<file path="config.mk">
export PLATFORM = sky130hd
export DESIGN_NAME = rsalu_top
export DESIGN_NICKNAME = d
export VERILOG_FILES = /design/src/core/rsalu_top.v /design/src/core/rsalu_alu.v
export VERILOG_INCLUDE_DIRS = /design/src /design/src/core
export SDC_FILE = /design/constraint.sdc
export NUM_CORES = 1
export LEC_CHECK = 0
export BUFFER_PORTS_ARGS = -buffer_cell sky130_fd_sc_hd__buf_2
export CAP_MARGIN = 10
export CORE_MARGIN = 1
export CORE_UTILIZATION = 35
export CTS_CLUSTER_SIZE = 14
export DETAILED_ROUTE_END_ITERATION = 12
export GPL_ROUTABILITY_DRIVEN = 0
export PLACE_DENSITY_LB_ADDON = 0.25
export REMOVE_ABC_BUFFERS = 1
export SLEW_MARGIN = 5
export SYNTH_ARGS = -nofsm -noshare
export SYNTH_HDL_FRONTEND = slang
export SYNTH_HIERARCHICAL = 1
export SYNTH_SLANG_ARGS = --single-unit
</file>
<file path="constraint.sdc">
create_clock -name CLK_I -period 7.5 [get_ports CLK_I]
set_clock_uncertainty 0.15 [all_clocks]
set_input_delay 1.875 -clock CLK_I [delete_from_list [all_inputs] [get_ports CLK_I]]
set_output_delay 1.875 -clock CLK_I [all_outputs]
set_load 0.02 [all_outputs]
</file>
<file path="src/core/rsalu_consts.vh">
`ifndef RSALU_CONSTS_VH
`define RSALU_CONSTS_VH

// Register byte offsets
`define RSALU_OFF_CMD 8'h00
`define RSALU_OFF_ACC 8'h04
`define RSALU_OFF_MEM 8'h08
`define RSALU_OFF_IMM 8'h0c
`define RSALU_OFF_FLAGS 8'h10
`define RSALU_OFF_STATUS 8'h14
`define RSALU_OFF_COUNT 8'h18

// Register select codes
`define RSALU_SEL_CMD 3'h0
`define RSALU_SEL_ACC 3'h1
`define RSALU_SEL_MEM 3'h2
`define RSALU_SEL_IMM 3'h3
`define RSALU_SEL_FLAGS 3'h4
`define RSALU_SEL_STATUS 3'h5
`define RSALU_SEL_COUNT 3'h6
`define RSALU_SEL_NONE 3'h7

// Command register fields
`define RSALU_CMD_OP_LSB 0
`define RSALU_CMD_OP_MSB 4
`define RSALU_CMD_BIT_LSB 8
`define RSALU_CMD_BIT_MSB 10

// Flag positions
`define RSALU_FLAG_C 0
`define RSALU_FLAG_HC 1
`define RSALU_FLAG_Z 2
`define RSALU_FLAG_SOV 3

// Status positions
`define RSALU_ST_BUSY 0
`define RSALU_ST_SKIP 1
`define RSALU_ST_CYC_LSB 2
`define RSALU_ST_CYC_MSB 3
`define RSALU_ST_BADOP 4

// Reset values
`define RSALU_RST_BYTE 8'h00
`define RSALU_RST_FLAGS 4'h0
`define RSALU_RST_OP 5'h00
`define RSALU_RST_BIT 3'h0
`define RSALU_RST_COUNT 16'h0000

// Execution cycle counts
`define RSALU_CYC_PLAIN 2'h1
`define RSALU_CYC_SKIP 2'h2

// AXI responses
`define RSALU_RESP_OKAY 2'h0
`define RSALU_RESP_SLVERR 2'h2

// Operation codes
`define RSALU_OP_ROT_LEFT_CARRY_MEM 5'h00
`define RSALU_OP_ROT_LEFT_CARRY_TO_ACC 5'h01
`define RSALU_OP_ROT_RIGHT_MEM 5'h02
`define RSALU_OP_ROT_RIGHT_TO_ACC 5'h03
`define RSALU_OP_ROT_RIGHT_CARRY_MEM 5'h04
`define RSALU_OP_ROT_RIGHT_CARRY_TO_ACC 5'h05
`define RSALU_OP_SUB_BORROW_TO_ACC 5'h06
`define RSALU_OP_SUB_BORROW_TO_MEM 5'h07
`define RSALU_OP_DEC_SKIP_ZERO_MEM 5'h08
`define RSALU_OP_DEC_SKIP_ZERO_TO_ACC 5'h09
`define RSALU_OP_SET_BYTE 5'h0a
`define RSALU_OP_SET_BIT 5'h0b
`define RSALU_OP_INC_SKIP_ZERO_MEM 5'h0c
`define RSALU_OP_INC_SKIP_ZERO_TO_ACC 5'h0d
`define RSALU_OP_SKIP_ON_BIT_SET 5'h0e
`define RSALU_OP_SUB_TO_ACC 5'h0f
`define RSALU_OP_SUB_TO_MEM 5'h10
`define RSALU_OP_SUB_IMM 5'h11
`define RSALU_OP_SWAP_MEM 5'h12
`define RSALU_OP_NIBBLE_EXCHANGE_TO_ACC 5'h13

`endif

</file>
<file path="src/core/rsalu_top.v">
// What this block does
// - Rotate-left-through-carry on memory: carry into bit 0, bit 7 to carry, only carry.
// - Same left rotation through carry, result to accumulator, memory kept, only carry.
// - Plain rotate right on memory, bit 0 wraps to bit 7, no flags.
// - Plain rotate right of memory byte into accumulator; memory and flags kept.
// - Rotate-right-through-carry on memory: carry into bit 7, bit 0 to carry.
// - Same right rotation through carry into accumulator; memory kept, only carry.
// - Accumulator plus inverted memory plus carry into accumulator; all four flags updated.
// - Same borrow subtract stored into memory byte; all four flags updated.
// - Memory minus one back to memory; zero result skips, two cycles; no flags.
// - Memory minus one into accumulator, memory kept; zero skips, two cycles.
// - Set byte writes all ones to memory; flags kept.
// - Set bit forces selected memory bit to one; others and flags kept.
// - Memory plus one back to memory; zero result skips, two cycles; no flags.
// - Memory plus one into accumulator, memory kept; zero skips, two cycles.
// - Selected memory bit set skips next instruction, two cycles; nothing else changes.
// - Accumulator plus inverted memory plus one, to accumulator or memory; four flags.
// - Accumulator plus inverted immediate plus one into accumulator; four flags.
// - Swap nibbles of memory byte, back to memory; flags kept.
// - Swap nibbles of memory byte into accumulator; memory kept.
//
// Decided for this implementation: register access over AXI4-Lite and the address map.
`timescale 1ns/1ps
`default_nettype none
`include "rsalu_consts.vh"

module rsalu_top #(
  parameter ADDR_W = 8
) (
  // Clock and reset
  input wire CLK_I,
  input wire RSTN_I,
  // AXI4-Lite write address
  input wire [ADDR_W-1:0] S_AXI_AWADDR_I,
  input wire [2:0] S_AXI_AWPROT_I,
  input wire S_AXI_AWVALID_I,
  output wire S_AXI_AWREADY_O,
  // AXI4-Lite write data
  input wire [31:0] S_AXI_WDATA_I,
  input wire [3:0] S_AXI_WSTRB_I,
  input wire S_AXI_WVALID_I,
  output wire S_AXI_WREADY_O,
  // AXI4-Lite write response
  output reg [1:0] S_AXI_BRESP_O,
  output reg S_AXI_BVALID_O,
  input wire S_AXI_BREADY_I,
  // AXI4-Lite read address
  input wire [ADDR_W-1:0] S_AXI_ARADDR_I,
  input wire [2:0] S_AXI_ARPROT_I,
  input wire S_AXI_ARVALID_I,
  output wire S_AXI_ARREADY_O,
  // AXI4-Lite read data
  output reg [31:0] S_AXI_RDATA_O,
  output reg [1:0] S_AXI_RRESP_O,
  output reg S_AXI_RVALID_O,
  input wire S_AXI_RREADY_I,
  // Datapath state
  output wire [7:0] ACC_O,
  output wire [7:0] MEM_O,
  output wire [3:0] FLAGS_O,
  output wire BUSY_O,
  output wire SKIP_O
);

  localparam [2:0] ST_IDLE = 3'b001;
  localparam [2:0] ST_EXEC = 3'b010;
  localparam [2:0] ST_DUMMY = 3'b100;

  // Maps a byte address to a register select code
  function [2:0] reg_sel;
    input [ADDR_W-1:0] addr;
    reg [7:0] a;
    begin
      a = {addr[7:2], 2'b00};
      case (a)
        `RSALU_OFF_CMD: reg_sel = `RSALU_SEL_CMD;
        `RSALU_OFF_ACC: reg_sel = `RSALU_SEL_ACC;
        `RSALU_OFF_MEM: reg_sel = `RSALU_SEL_MEM;
        `RSALU_OFF_IMM: reg_sel = `RSALU_SEL_IMM;
        `RSALU_OFF_FLAGS: reg_sel = `RSALU_SEL_FLAGS;
        `RSALU_OFF_STATUS: reg_sel = `RSALU_SEL_STATUS;
        `RSALU_OFF_COUNT: reg_sel = `RSALU_SEL_COUNT;
        default: reg_sel = `RSALU_SEL_NONE;
      endcase
    end
  endfunction

  // Architectural state
  reg [7:0] acc;
  reg [7:0] mem;
  reg [7:0] imm;
  reg [3:0] flags;
  reg [4:0] opcode;
  reg [2:0] bit_sel;
  reg [2:0] state;
  reg skip_last;
  reg [1:0] cycles_last;
  reg bad_op;
  reg [15:0] exec_count;
  reg [15:0] skip_count;

  // Write channel holding registers
  reg aw_full;
  reg [ADDR_W-1:0] aw_addr;
  reg w_full;
  reg [31:0] w_data;
  reg [3:0] w_strb;

  // ALU results
  wire [7:0] alu_result;
  wire alu_wr_acc;
  wire alu_wr_mem;
  wire [3:0] alu_flags;
  wire alu_skip;
  wire alu_known;

  wire st_idle;
  wire do_write;
  wire [2:0] wr_sel;
  wire [2:0] rd_sel;
  wire rd_take;
  reg [31:0] rd_word;

  rsalu_alu u_alu (
    .op_i(opcode),
    .bit_i(bit_sel),
    .acc_i(acc),
    .mem_i(mem),
    .imm_i(imm),
    .flags_i(flags),
    .result_o(alu_result),
    .wr_acc_o(alu_wr_acc),
    .wr_mem_o(alu_wr_mem),
    .flags_o(alu_flags),
    .skip_o(alu_skip),
    .known_o(alu_known)
  );

  assign st_idle = (state == ST_IDLE);
  // Register writes wait while an instruction runs, so operands stay stable
  assign do_write = aw_full && w_full && st_idle && !S_AXI_BVALID_O;
  assign wr_sel = reg_sel(aw_addr);
  assign rd_sel = reg_sel(S_AXI_ARADDR_I);

  assign S_AXI_AWREADY_O = !aw_full && !S_AXI_BVALID_O;
  assign S_AXI_WREADY_O = !w_full && !S_AXI_BVALID_O;
  assign S_AXI_ARREADY_O = !S_AXI_RVALID_O;
  assign rd_take = S_AXI_ARVALID_I && !S_AXI_RVALID_O;

  assign ACC_O = acc;
  assign MEM_O = mem;
  assign FLAGS_O = flags;
  assign BUSY_O = !st_idle;
  assign SKIP_O = skip_last;

  // Address and data are caught independently, in either order
  always @(posedge CLK_I) begin
    if (!RSTN_I) begin
      aw_full <= 1'b0;
      aw_addr <= {ADDR_W{1'b0}};
      w_full <= 1'b0;
      w_data <= 32'h00000000;
      w_strb <= 4'h0;
    end else begin
      if (S_AXI_AWVALID_I && S_AXI_AWREADY_O) begin
        aw_full <= 1'b1;
        aw_addr <= S_AXI_AWADDR_I;
      end else if (do_write) begin
        aw_full <= 1'b0;
      end
      if (S_AXI_WVALID_I && S_AXI_WREADY_O) begin
        w_full <= 1'b1;
        w_data <= S_AXI_WDATA_I;
        w_strb <= S_AXI_WSTRB_I;
      end else if (do_write) begin
        w_full <= 1'b0;
      end
    end
  end

  // Write response
  always @(posedge CLK_I) begin
    if (!RSTN_I) begin
      S_AXI_BVALID_O <= 1'b0;
      S_AXI_BRESP_O <= `RSALU_RESP_OKAY;
    end else if (do_write) begin
      S_AXI_BVALID_O <= 1'b1;
      if (wr_sel == `RSALU_SEL_NONE) begin
        S_AXI_BRESP_O <= `RSALU_RESP_SLVERR;
      end else begin
        S_AXI_BRESP_O <= `RSALU_RESP_OKAY;
      end
    end else if (S_AXI_BREADY_I) begin
      S_AXI_BVALID_O <= 1'b0;
    end
  end

  // Read mux; bits above each field read as zero
  always @* begin
    rd_word = 32'h00000000;
    case (rd_sel)
      `RSALU_SEL_CMD: begin
        rd_word[`RSALU_CMD_OP_MSB:`RSALU_CMD_OP_LSB] = opcode;
        rd_word[`RSALU_CMD_BIT_MSB:`RSALU_CMD_BIT_LSB] = bit_sel;
      end
      `RSALU_SEL_ACC: begin
        rd_word[7:0] = acc;
      end
      `RSALU_SEL_MEM: begin
        rd_word[7:0] = mem;
      end
      `RSALU_SEL_IMM: begin
        rd_word[7:0] = imm;
      end
      `RSALU_SEL_FLAGS: begin
        rd_word[3:0] = flags;
      end
      `RSALU_SEL_STATUS: begin
        rd_word[`RSALU_ST_BUSY] = !st_idle;
        rd_word[`RSALU_ST_SKIP] = skip_last;
        rd_word[`RSALU_ST_CYC_MSB:`RSALU_ST_CYC_LSB] = cycles_last;
        rd_word[`RSALU_ST_BADOP] = bad_op;
      end
      `RSALU_SEL_COUNT: begin
        rd_word = {skip_count, exec_count};
      end
      default: begin
        rd_word = 32'h00000000;
      end
    endcase
  end

  // Read response
  always @(posedge CLK_I) begin
    if (!RSTN_I) begin
      S_AXI_RVALID_O <= 1'b0;
      S_AXI_RDATA_O <= 32'h00000000;
      S_AXI_RRESP_O <= `RSALU_RESP_OKAY;
    end else if (rd_take) begin
      S_AXI_RVALID_O <= 1'b1;
      S_AXI_RDATA_O <= rd_word;
      if (rd_sel == `RSALU_SEL_NONE) begin
        S_AXI_RRESP_O <= `RSALU_RESP_SLVERR;
      end else begin
        S_AXI_RRESP_O <= `RSALU_RESP_OKAY;
      end
    end else if (S_AXI_RREADY_I) begin
      S_AXI_RVALID_O <= 1'b0;
    end
  end

  // Sequencer: a command write starts one execute cycle, a skip adds a dummy cycle
  always @(posedge CLK_I) begin
    if (!RSTN_I) begin
      state <= ST_IDLE;
      opcode <= `RSALU_RST_OP;
      bit_sel <= `RSALU_RST_BIT;
      skip_last <= 1'b0;
      cycles_last <= `RSALU_CYC_PLAIN;
      bad_op <= 1'b0;
      exec_count <= `RSALU_RST_COUNT;
      skip_count <= `RSALU_RST_COUNT;
    end else begin
      case (state)
        ST_IDLE: begin
          if (do_write && wr_sel == `RSALU_SEL_CMD && w_strb[0]) begin
            opcode <= w_data[`RSALU_CMD_OP_MSB:`RSALU_CMD_OP_LSB];
            if (w_strb[1]) begin
              bit_sel <= w_data[`RSALU_CMD_BIT_MSB:`RSALU_CMD_BIT_LSB];
            end
            state <= ST_EXEC;
          end
        end
        ST_EXEC: begin
          skip_last <= alu_skip;
          bad_op <= !alu_known;
          exec_count <= exec_count + 16'h0001;
          if (alu_skip) begin
            // Prefetched instruction discarded: dummy cycle follows
            cycles_last <= `RSALU_CYC_SKIP;
            skip_count <= skip_count + 16'h0001;
            state <= ST_DUMMY;
          end else begin
            cycles_last <= `RSALU_CYC_PLAIN;
            state <= ST_IDLE;
          end
        end
        ST_DUMMY: begin
          state <= ST_IDLE;
        end
        default: begin
          state <= ST_IDLE;
        end
      endcase
    end
  end

  // Accumulator: software write or ALU result
  always @(posedge CLK_I) begin
    if (!RSTN_I) begin
      acc <= `RSALU_RST_BYTE;
    end else if (state == ST_EXEC && alu_wr_acc) begin
      acc <= alu_result;
    end else if (do_write && wr_sel == `RSALU_SEL_ACC && w_strb[0]) begin
      acc <= w_data[7:0];
    end
  end

  // Addressed memory byte: written back only by memory-destination forms
  always @(posedge CLK_I) begin
    if (!RSTN_I) begin
      mem <= `RSALU_RST_BYTE;
    end else if (state == ST_EXEC && alu_wr_mem) begin
      mem <= alu_result;
    end else if (do_write && wr_sel == `RSALU_SEL_MEM && w_strb[0]) begin
      mem <= w_data[7:0];
    end
  end

  // Immediate operand
  always @(posedge CLK_I) begin
    if (!RSTN_I) begin
      imm <= `RSALU_RST_BYTE;
    end else if (do_write && wr_sel == `RSALU_SEL_IMM && w_strb[0]) begin
      imm <= w_data[7:0];
    end
  end

  // Status flags; the ALU passes unaffected flags through unchanged
  always @(posedge CLK_I) begin
    if (!RSTN_I) begin
      flags <= `RSALU_RST_FLAGS;
    end else if (state == ST_EXEC) begin
      flags <= alu_flags;
    end else if (do_write && wr_sel == `RSALU_SEL_FLAGS && w_strb[0]) begin
      flags <= w_data[3:0];
    end
  end

endmodule
`default_nettype wire

</file>
<file path="src/core/rsalu_alu.v">
`timescale 1ns/1ps
`default_nettype none
`include "rsalu_consts.vh"

module rsalu_alu (
  // Instruction
  input wire [4:0] op_i,
  input wire [2:0] bit_i,
  // Operands
  input wire [7:0] acc_i,
  input wire [7:0] mem_i,
  input wire [7:0] imm_i,
  input wire [3:0] flags_i,
  // Results
  output reg [7:0] result_o,
  output reg wr_acc_o,
  output reg wr_mem_o,
  output reg [3:0] flags_o,
  output reg skip_o,
  output reg known_o
);

  // Returns {signed overflow, zero, half carry, carry, result}: a + ~b + cin
  function [11:0] sub_op;
    input [7:0] a;
    input [7:0] b;
    input cin;
    reg [8:0] s;
    reg [4:0] h;
    reg sgn_ovf;
    begin
      s = {1'b0, a} + {1'b0, ~b} + {8'h00, cin};
      h = {1'b0, a[3:0]} + {1'b0, ~b[3:0]} + {4'h0, cin};
      sgn_ovf = (a[7] == ~b[7]) && (s[7] != a[7]);
      sub_op = {sgn_ovf, (s[7:0] == 8'h00), h[4], s[8], s[7:0]};
    end
  endfunction

  reg [11:0] sub_res;
  reg [7:0] mem_dec;
  reg [7:0] mem_inc;

  always @* begin
    sub_res = 12'h000;
    mem_dec = mem_i - 8'h01;
    mem_inc = mem_i + 8'h01;
    result_o = mem_i;
    wr_acc_o = 1'b0;
    wr_mem_o = 1'b0;
    flags_o = flags_i;
    skip_o = 1'b0;
    known_o = 1'b1;
    case (op_i)
      `RSALU_OP_ROT_LEFT_CARRY_MEM: begin
        result_o = {mem_i[6:0], flags_i[`RSALU_FLAG_C]};
        flags_o[`RSALU_FLAG_C] = mem_i[7];
        wr_mem_o = 1'b1;
      end
      `RSALU_OP_ROT_LEFT_CARRY_TO_ACC: begin
        result_o = {mem_i[6:0], flags_i[`RSALU_FLAG_C]};
        flags_o[`RSALU_FLAG_C] = mem_i[7];
        wr_acc_o = 1'b1;
      end
      `RSALU_OP_ROT_RIGHT_MEM: begin
        result_o = {mem_i[0], mem_i[7:1]};
        wr_mem_o = 1'b1;
      end
      `RSALU_OP_ROT_RIGHT_TO_ACC: begin
        result_o = {mem_i[0], mem_i[7:1]};
        wr_acc_o = 1'b1;
      end
      `RSALU_OP_ROT_RIGHT_CARRY_MEM: begin
        result_o = {flags_i[`RSALU_FLAG_C], mem_i[7:1]};
        flags_o[`RSALU_FLAG_C] = mem_i[0];
        wr_mem_o = 1'b1;
      end
      `RSALU_OP_ROT_RIGHT_CARRY_TO_ACC: begin
        result_o = {flags_i[`RSALU_FLAG_C], mem_i[7:1]};
        flags_o[`RSALU_FLAG_C] = mem_i[0];
        wr_acc_o = 1'b1;
      end
      `RSALU_OP_SUB_BORROW_TO_ACC: begin
        sub_res = sub_op(acc_i, mem_i, flags_i[`RSALU_FLAG_C]);
        result_o = sub_res[7:0];
        flags_o = sub_res[11:8];
        wr_acc_o = 1'b1;
      end
      `RSALU_OP_SUB_BORROW_TO_MEM: begin
        sub_res = sub_op(acc_i, mem_i, flags_i[`RSALU_FLAG_C]);
        result_o = sub_res[7:0];
        flags_o = sub_res[11:8];
        wr_mem_o = 1'b1;
      end
      `RSALU_OP_DEC_SKIP_ZERO_MEM: begin
        result_o = mem_dec;
        skip_o = (mem_dec == 8'h00);
        wr_mem_o = 1'b1;
      end
      `RSALU_OP_DEC_SKIP_ZERO_TO_ACC: begin
        result_o = mem_dec;
        skip_o = (mem_dec == 8'h00);
        wr_acc_o = 1'b1;
      end
      `RSALU_OP_SET_BYTE: begin
        result_o = 8'hff;
        wr_mem_o = 1'b1;
      end
      `RSALU_OP_SET_BIT: begin
        result_o = mem_i | (8'h01 << bit_i);
        wr_mem_o = 1'b1;
      end
      `RSALU_OP_INC_SKIP_ZERO_MEM: begin
        result_o = mem_inc;
        skip_o = (mem_inc == 8'h00);
        wr_mem_o = 1'b1;
      end
      `RSALU_OP_INC_SKIP_ZERO_TO_ACC: begin
        result_o = mem_inc;
        skip_o = (mem_inc == 8'h00);
        wr_acc_o = 1'b1;
      end
      `RSALU_OP_SKIP_ON_BIT_SET: begin
        skip_o = mem_i[bit_i];
      end
      `RSALU_OP_SUB_TO_ACC: begin
        sub_res = sub_op(acc_i, mem_i, 1'b1);
        result_o = sub_res[7:0];
        flags_o = sub_res[11:8];
        wr_acc_o = 1'b1;
      end
      `RSALU_OP_SUB_TO_MEM: begin
        sub_res = sub_op(acc_i, mem_i, 1'b1);
        result_o = sub_res[7:0];
        flags_o = sub_res[11:8];
        wr_mem_o = 1'b1;
      end
      `RSALU_OP_SUB_IMM: begin
        sub_res = sub_op(acc_i, imm_i, 1'b1);
        result_o = sub_res[7:0];
        flags_o = sub_res[11:8];
        wr_acc_o = 1'b1;
      end
      `RSALU_OP_SWAP_MEM: begin
        result_o = {mem_i[3:0], mem_i[7:4]};
        wr_mem_o = 1'b1;
      end
      `RSALU_OP_NIBBLE_EXCHANGE_TO_ACC: begin
        result_o = {mem_i[3:0], mem_i[7:4]};
        wr_acc_o = 1'b1;
      end
      default: begin
        known_o = 1'b0;
      end
    endcase
  end

endmodule
`default_nettype wire

</file>
# Yosys cells after proc, flatten, opt, wreduce, memory -nomap -nowiden
# Index checks and enable logic that the tools add are counted.
dict set report op_classes {
  addsub 14
  bitwise_logic 7
  shifts 1
  n_reduce_logical 62
  n_eq_ne 53
  n_mux 35
  n_lt_le_gt_ge 1
}
# op n
set op_table {}
lappend op_table {{one-hot mux 8 bit (11 select lines)} 1}
lappend op_table {{one-hot mux 3 bit (7 select lines)} 2}
lappend op_table {{== test 5 x 4 -> 1 bit, second input constant} 8}
lappend op_table {{zero test 8 bit} 5}
lappend op_table {{== test 6 x 3 -> 1 bit, second input constant} 6}
lappend op_table {{adder 16 x 1 -> 16 bit, second input constant} 2}
lappend op_table {{two-way mux 8 bit} 4}
lappend op_table {{one-hot mux 4 bit (7 select lines)} 1}
lappend op_table {{== test 6 x 2 -> 1 bit, second input constant} 4}
lappend op_table {{logical AND 1 bit} 23}
lappend op_table {{two-way mux 21 bit} 1}
lappend op_table {{== test 5 x 3 -> 1 bit, second input constant} 4}
lappend op_table {{== test 5 bit, second input constant} 4}
lappend op_table {{OR reduction 20 bit} 1}
lappend op_table {{adder 8 x 8 -> 9 bit} 2}
lappend op_table {{adder 9 x 1 -> 9 bit, second input constant} 2}
lappend op_table {{== test 3 bit, second input constant} 6}
lappend op_table {{inverter 8 bit} 2}
lappend op_table {{OR reduction 2 bit} 8}
lappend op_table {{== test 3 x 2 -> 1 bit, second input constant} 5}
lappend op_table {{nonzero test 2 bit} 7}
lappend op_table {{== test 6 x 1 -> 1 bit, second input constant} 2}
lappend op_table {{zero test 6 bit} 2}
lappend op_table {{one-hot mux 3 bit (2 select lines)} 2}
lappend op_table {{36 further kinds} 69}
dict set report word_totals {
  ff_bits 136
  in_bits 65
}

# Depth between registers and ports, before layout
dict set report depth {
  depth_word 7
  mapped_depth 16
  depth_no_buf 15
}

# Modules after synthesis
# The synthesis kept the hierarchy.
# module area_per_inst_um2 n_inst seq_area_each_um2 cells_per_inst
set modules_own_cells {}
lappend modules_own_cells {rsalu_top 5625.4 1 2622.5 614}
lappend modules_own_cells {rsalu_alu 2713.9 1 0.0 419}

# Worst setup path after synthesis
# OpenSTA, ideal clock, no wires.
dict set report synth_path {
  path_type {reg-to-reg}
  start {register mem[1], in the netlist MEM_O[1]}
  end {register skip_count[13]}
  arrival_ns 3.520
  setup_ns 0.119
  path_buffers 3
  required_time_ns 7.231
  stages_incl_launch_ff 14
  setup_slack_ns 3.712
  synth_period_minus_slack_ns 3.788
  cell_sequence {dfxtp_1 -> clkbuf_1 -> inv_1 -> ha_1 -> clkbuf_1 -> nor4b_1 -> a31oi_1 -> a2111o_1 -> nand3_1 -> or4bb_2 -> buf_2 -> nor4b_4 -> nand3_1 -> mux2i_1}
}
dict set report synth_via {
  elab_chain_len 4
  word_cells_on_any_way 8
  cone_classes {2 x add/sub; 3 x mux; 3 x reduce/logical}
}
# element line
set synth_rtl {}
lappend synth_rtl {{from (decl)} rsalu_top.v:90} ;# reg [7:0] mem;
lappend synth_rtl {{from (signal assigned)} rsalu_top.v:312} ;# mem <= `RSALU_RST_BYTE;
lappend synth_rtl {{from (signal assigned)} rsalu_top.v:314} ;# mem <= alu_result;
lappend synth_rtl {{from (signal assigned)} rsalu_top.v:316} ;# mem <= w_data[7:0];
lappend synth_rtl {{adder 8 x 1 -> 8 bit (tied with other cells)} rsalu_alu.v:46} ;# mem_inc = mem_i + 8'h01;
lappend synth_rtl {{zero test 8 bit (tied with other cells)} {rsalu_alu.v:114, rsalu_alu.v:119}}
lappend synth_rtl {{one-hot mux 1 bit (3 select lines) *} rsalu_alu.v:53} ;# case (op_i)
lappend synth_rtl {{named net alu_skip} rsalu_top.v:114} ;# wire alu_skip;
lappend synth_rtl {{AND reduction 2 bit (no source line) *} -}
lappend synth_rtl {{to (signal assigned)} rsalu_top.v:262} ;# skip_count <= `RSALU_RST_COUNT;
lappend synth_rtl {{to (signal assigned)} rsalu_top.v:281} ;# skip_count <= skip_count + 16'h0001;
lappend synth_rtl {{to (decl)} rsalu_top.v:100} ;# reg [15:0] skip_count;
# Mark *: on every way through the listed nets, which the timed path passes. The rest lies on a longest branch. The select of a mux whose other input is x is not followed.
# A chain may end at the register's enable or synchronous reset.

# Worst setup path after layout
dict set report layout_path {
  start {register mem[2], in the netlist MEM_O[2]}
  end {register mem[7], in the netlist MEM_O[7]}
}
dict set report layout_via {
  elab_chain_len 5
  word_cells_on_any_way 8
  cone_classes {5 x add/sub; 2 x mux; 1 x bitwise}
}
# element line
set layout_rtl {}
lappend layout_rtl {{inverter 8 bit} rsalu_alu.v:32} ;# s = {1'b0, a} + {1'b0, ~b} + {8'h00, cin};
lappend layout_rtl {{adder 8 x 8 -> 9 bit} rsalu_alu.v:32}
lappend layout_rtl {{adder 9 x 1 -> 9 bit} rsalu_alu.v:32}
lappend layout_rtl {{one-hot mux 8 bit (11 select lines) *} rsalu_alu.v:53}
lappend layout_rtl {{named net alu_result[7]} rsalu_top.v:110} ;# wire [7:0] alu_result;
lappend layout_rtl {{two-way mux 8 bit *} rsalu_top.v:313} ;# end else if (state == ST_EXEC && alu_wr_mem) begin
# Mark *: on every way through the listed nets, which the timed path passes. The rest lies on a longest branch.

==> reports/metrics.cfg <==
[synth]
synth_ff_type = dfxtp_1
syn_area_mm2 = 0.00834
synth.yosys.seq_area_share_pct = 31.4
avgSynthCellArea_um2 = 8.07
ys_ff_latch = 131
async_flop_share_pct = 0
synth_cell_type_count = 88
syn-instance-count = 1033
synth_edf_count = 0
yosys_warnings = 6

[cells_and_area]
area_delta_synth_final_pct = 15.5
diodes = 0
fin_area_mm2 = 0.00963
n_fill_cell = 2474
layoutNonFillerInstCount = 1425
drive_above_1_share_pct = 15.8
nNetsFinal = 1186

[clock_tree]
hold_buffers = 0
cts_root_buffer = clkbuf_16
post-cts-setup-buffer-count = 0
ctsResizeCount = 0
cts_tree = built
path_clk_slew_ps = 60
htreeDepth = 4
clockBufferDepth = 2
clock-sinks = 131
cts-buffers-inserted = 17
insertion_delay_ps = 410

[die]
die_h_um = 156
dieArea_mm2 = 0.0244
core-area_mm2 = 0.0234
io_pins = 128
rows = 56
initial_core_util_pct = 35.6
die_w_um = 156

[setup_path]
arrival_ps = 4460
path_class = flip-flop to flip-flop
endpoint_kind = flip-flop
worstReg2RegStart = MEM_O[2]
r2r_slack_ps = 3240
critPathRequiredTime_ps = 7690
rr_worst_depth = 11
crit_path_start_kind = flip-flop
critical_path.max_fanout = 19
reg2reg_to = MEM_O[7]

[route]
wl_per_cell_um = 17.8
drt-initial-drc-count = 727
vias_per_cell = 5.58
drc = 0
drtPass1Iterations = 5
totalWireLength_mm = 25.3
final_antenna_net_count = 0
vias = 7953

[sta]
timing.hold.ws_ps = 307
setup_viol = 0
slew_viol_final = 0
post-route-period-util_pct = 56.9
grt_setup_unrepaired = false
hold_violations = 0
max_freq_ghz = 0.235
period_needed_ps = 4260
slew-limit-headroom_pct = 29.5
fin_setup_tns_ps = 0
worstMarginPinSlew_ps = 1060

[placed_design]
port_buffers = 92
dp.cells = 1393
place_area_mm2 = 0.00904
hpwl_mm = 18.3

[worst_hold_path]
hold_end = w_data[9]
hp-start = w_data[9]
hold_path_class = flip-flop to flip-flop
hold_depth = 2

[grt]
grt_remaining_overflow = 0
grt_antenna_before_repair = 0
grt_pass1_wl_mm = 40.6
grt_max_degree = 91
grt_pass1_vias = 7293
grt.total_usage_pct = 21.2

[power]
cellLeakagePower_nw = 3.70
ir_drop_mv = 0.0956
p_per_area_mw_per_mm2 = 168

[job]
max_cap_violations = 0

[run_status]
status = completed

cell type report:
class	count	area [um^2]	share of cell area, %
multi-input cells	807	5340	55.5
flip-flops and latches	131	2620	27.2
repair buffers	106	566	5.87
clock buffers	20	457	4.74
well taps	319	399	4.14
clock inverters	12	130	1.35
inverters	30	113	1.17
layer usage:
metal	vias to the layer above	GRT usage, %	wire [um]
met5	-	0	0
met4	0	6.72	513
met2	292	32.2	10900
li1	3901	-	-
met1	3728	30.5	12300
met3	32	3.21	1590
Yosys cell counts, types with 10 or more instances:
cell type | instances | area, um^2
nand4_1 | 16 | 100
dfxtp_1 | 131 | 2620
o21ai_0 | 61 | 305
a31oi_1 | 10 | 62.6
or3_1 | 12 | 75.1
inv_1 | 26 | 97.6
and3_1 | 12 | 75.1
a21oi_1 | 62 | 310
nand3_1 | 37 | 185
ha_1 | 26 | 325
a211oi_1 | 11 | 82.6
mux2i_1 | 53 | 531
nand2b_1 | 15 | 93.8
nand2_1 | 86 | 323
xor2_1 | 18 | 158
nor2_1 | 112 | 420
clkbuf_1 | 57 | 214
nor3_1 | 32 | 160
xnor2_1 | 30 | 263
a22oi_1 | 45 | 338
o22ai_1 | 11 | 68.8
cells by family (layout without fill, tap and decap cells):
group	after synthesis	count (layout)	share of synthesized area [%]
compound gates	271	271	21.1
other cells	1	2	0.0450
fa+ha+maj	28	28	4.38
mux	63	63	8.25
xor+xnor	51	51	5.63
simple gates	392	392	24.6
flops	131	131	31.4
buf+inv	96	168	4.52
state kept, by name (all words and copies together) (netlist names), 2 cells and up:
signal         cells
S_AXI_RDATA_O     32
exec_count        16
skip_count        16
w_data            11
ACC_O              8
MEM_O              8
imm                8
aw_addr            6
opcode             5
FLAGS_O            4
bit_sel            3
state              3
w_strb             2
power breakdown:
group | leakage, nW | switching, mW | internal [mW]
Combinational | 2.36 | 0.0565 | 0.0262
Clock | 0.287 | 0.309 | 0.507
Sequential | 1.06 | 0.0111 | 0.706
Total | 3.70 | 0.377 | 1.24
cell usage in the layout, fill, tap and decap left out, drive strengths merged, types with 37 or more instances in the layout:
master / n
dfxtp: 131
nor2: 112
buf: 106
nand2: 86
o21ai: 71
a21oi: 63
mux2i: 53
a22oi: 45
nand3: 37
worst max path at each step:
| stage | slack (ps) | from | end | cells past startpoint |
|---|---|---|---|---|
| 2_1_floorplan | 3870 | MEM_O[1] | skip_count[13] | 10 |
| 6_report | 3240 | MEM_O[2] | MEM_O[7] | 11 |
| 3_5_place_dp | 3330 | opcode[3] | skip_count[15] | 10 |
| 4_1_cts | 3300 | opcode[3] | skip_count[15] | 10 |
| 5_1_grt | 2990 | opcode[3] | skip_count[13] | 10 |
| 3_3_place_gp | 3270 | opcode[3] | skip_count[15] | 10 |
per-stage QoR:
stage	power, mW	utilization [%]	setup WS, ps
floorplan	0.777	-	3870
global placement	0.814	38.6	3270
detailed placement	0.815	38.6	3330
CTS	1.63	41.2	3300
global route	1.67	41.2	2990
finish	1.62	41.2	3240
worst max-delay path: stages, from the launching register on:
cell and delay [ps]:
dfxtp_1 800, inv_1 220, ha_1 400, xnor2_1 640
nand3_1 390, or4_4 530, or2_4 270, xnor2_2 110
nand2_1 60, a22oi_1 330, o21ai_0 140, a21oi_1 150
Note: power is estimated with default switching activity, not from simulation.
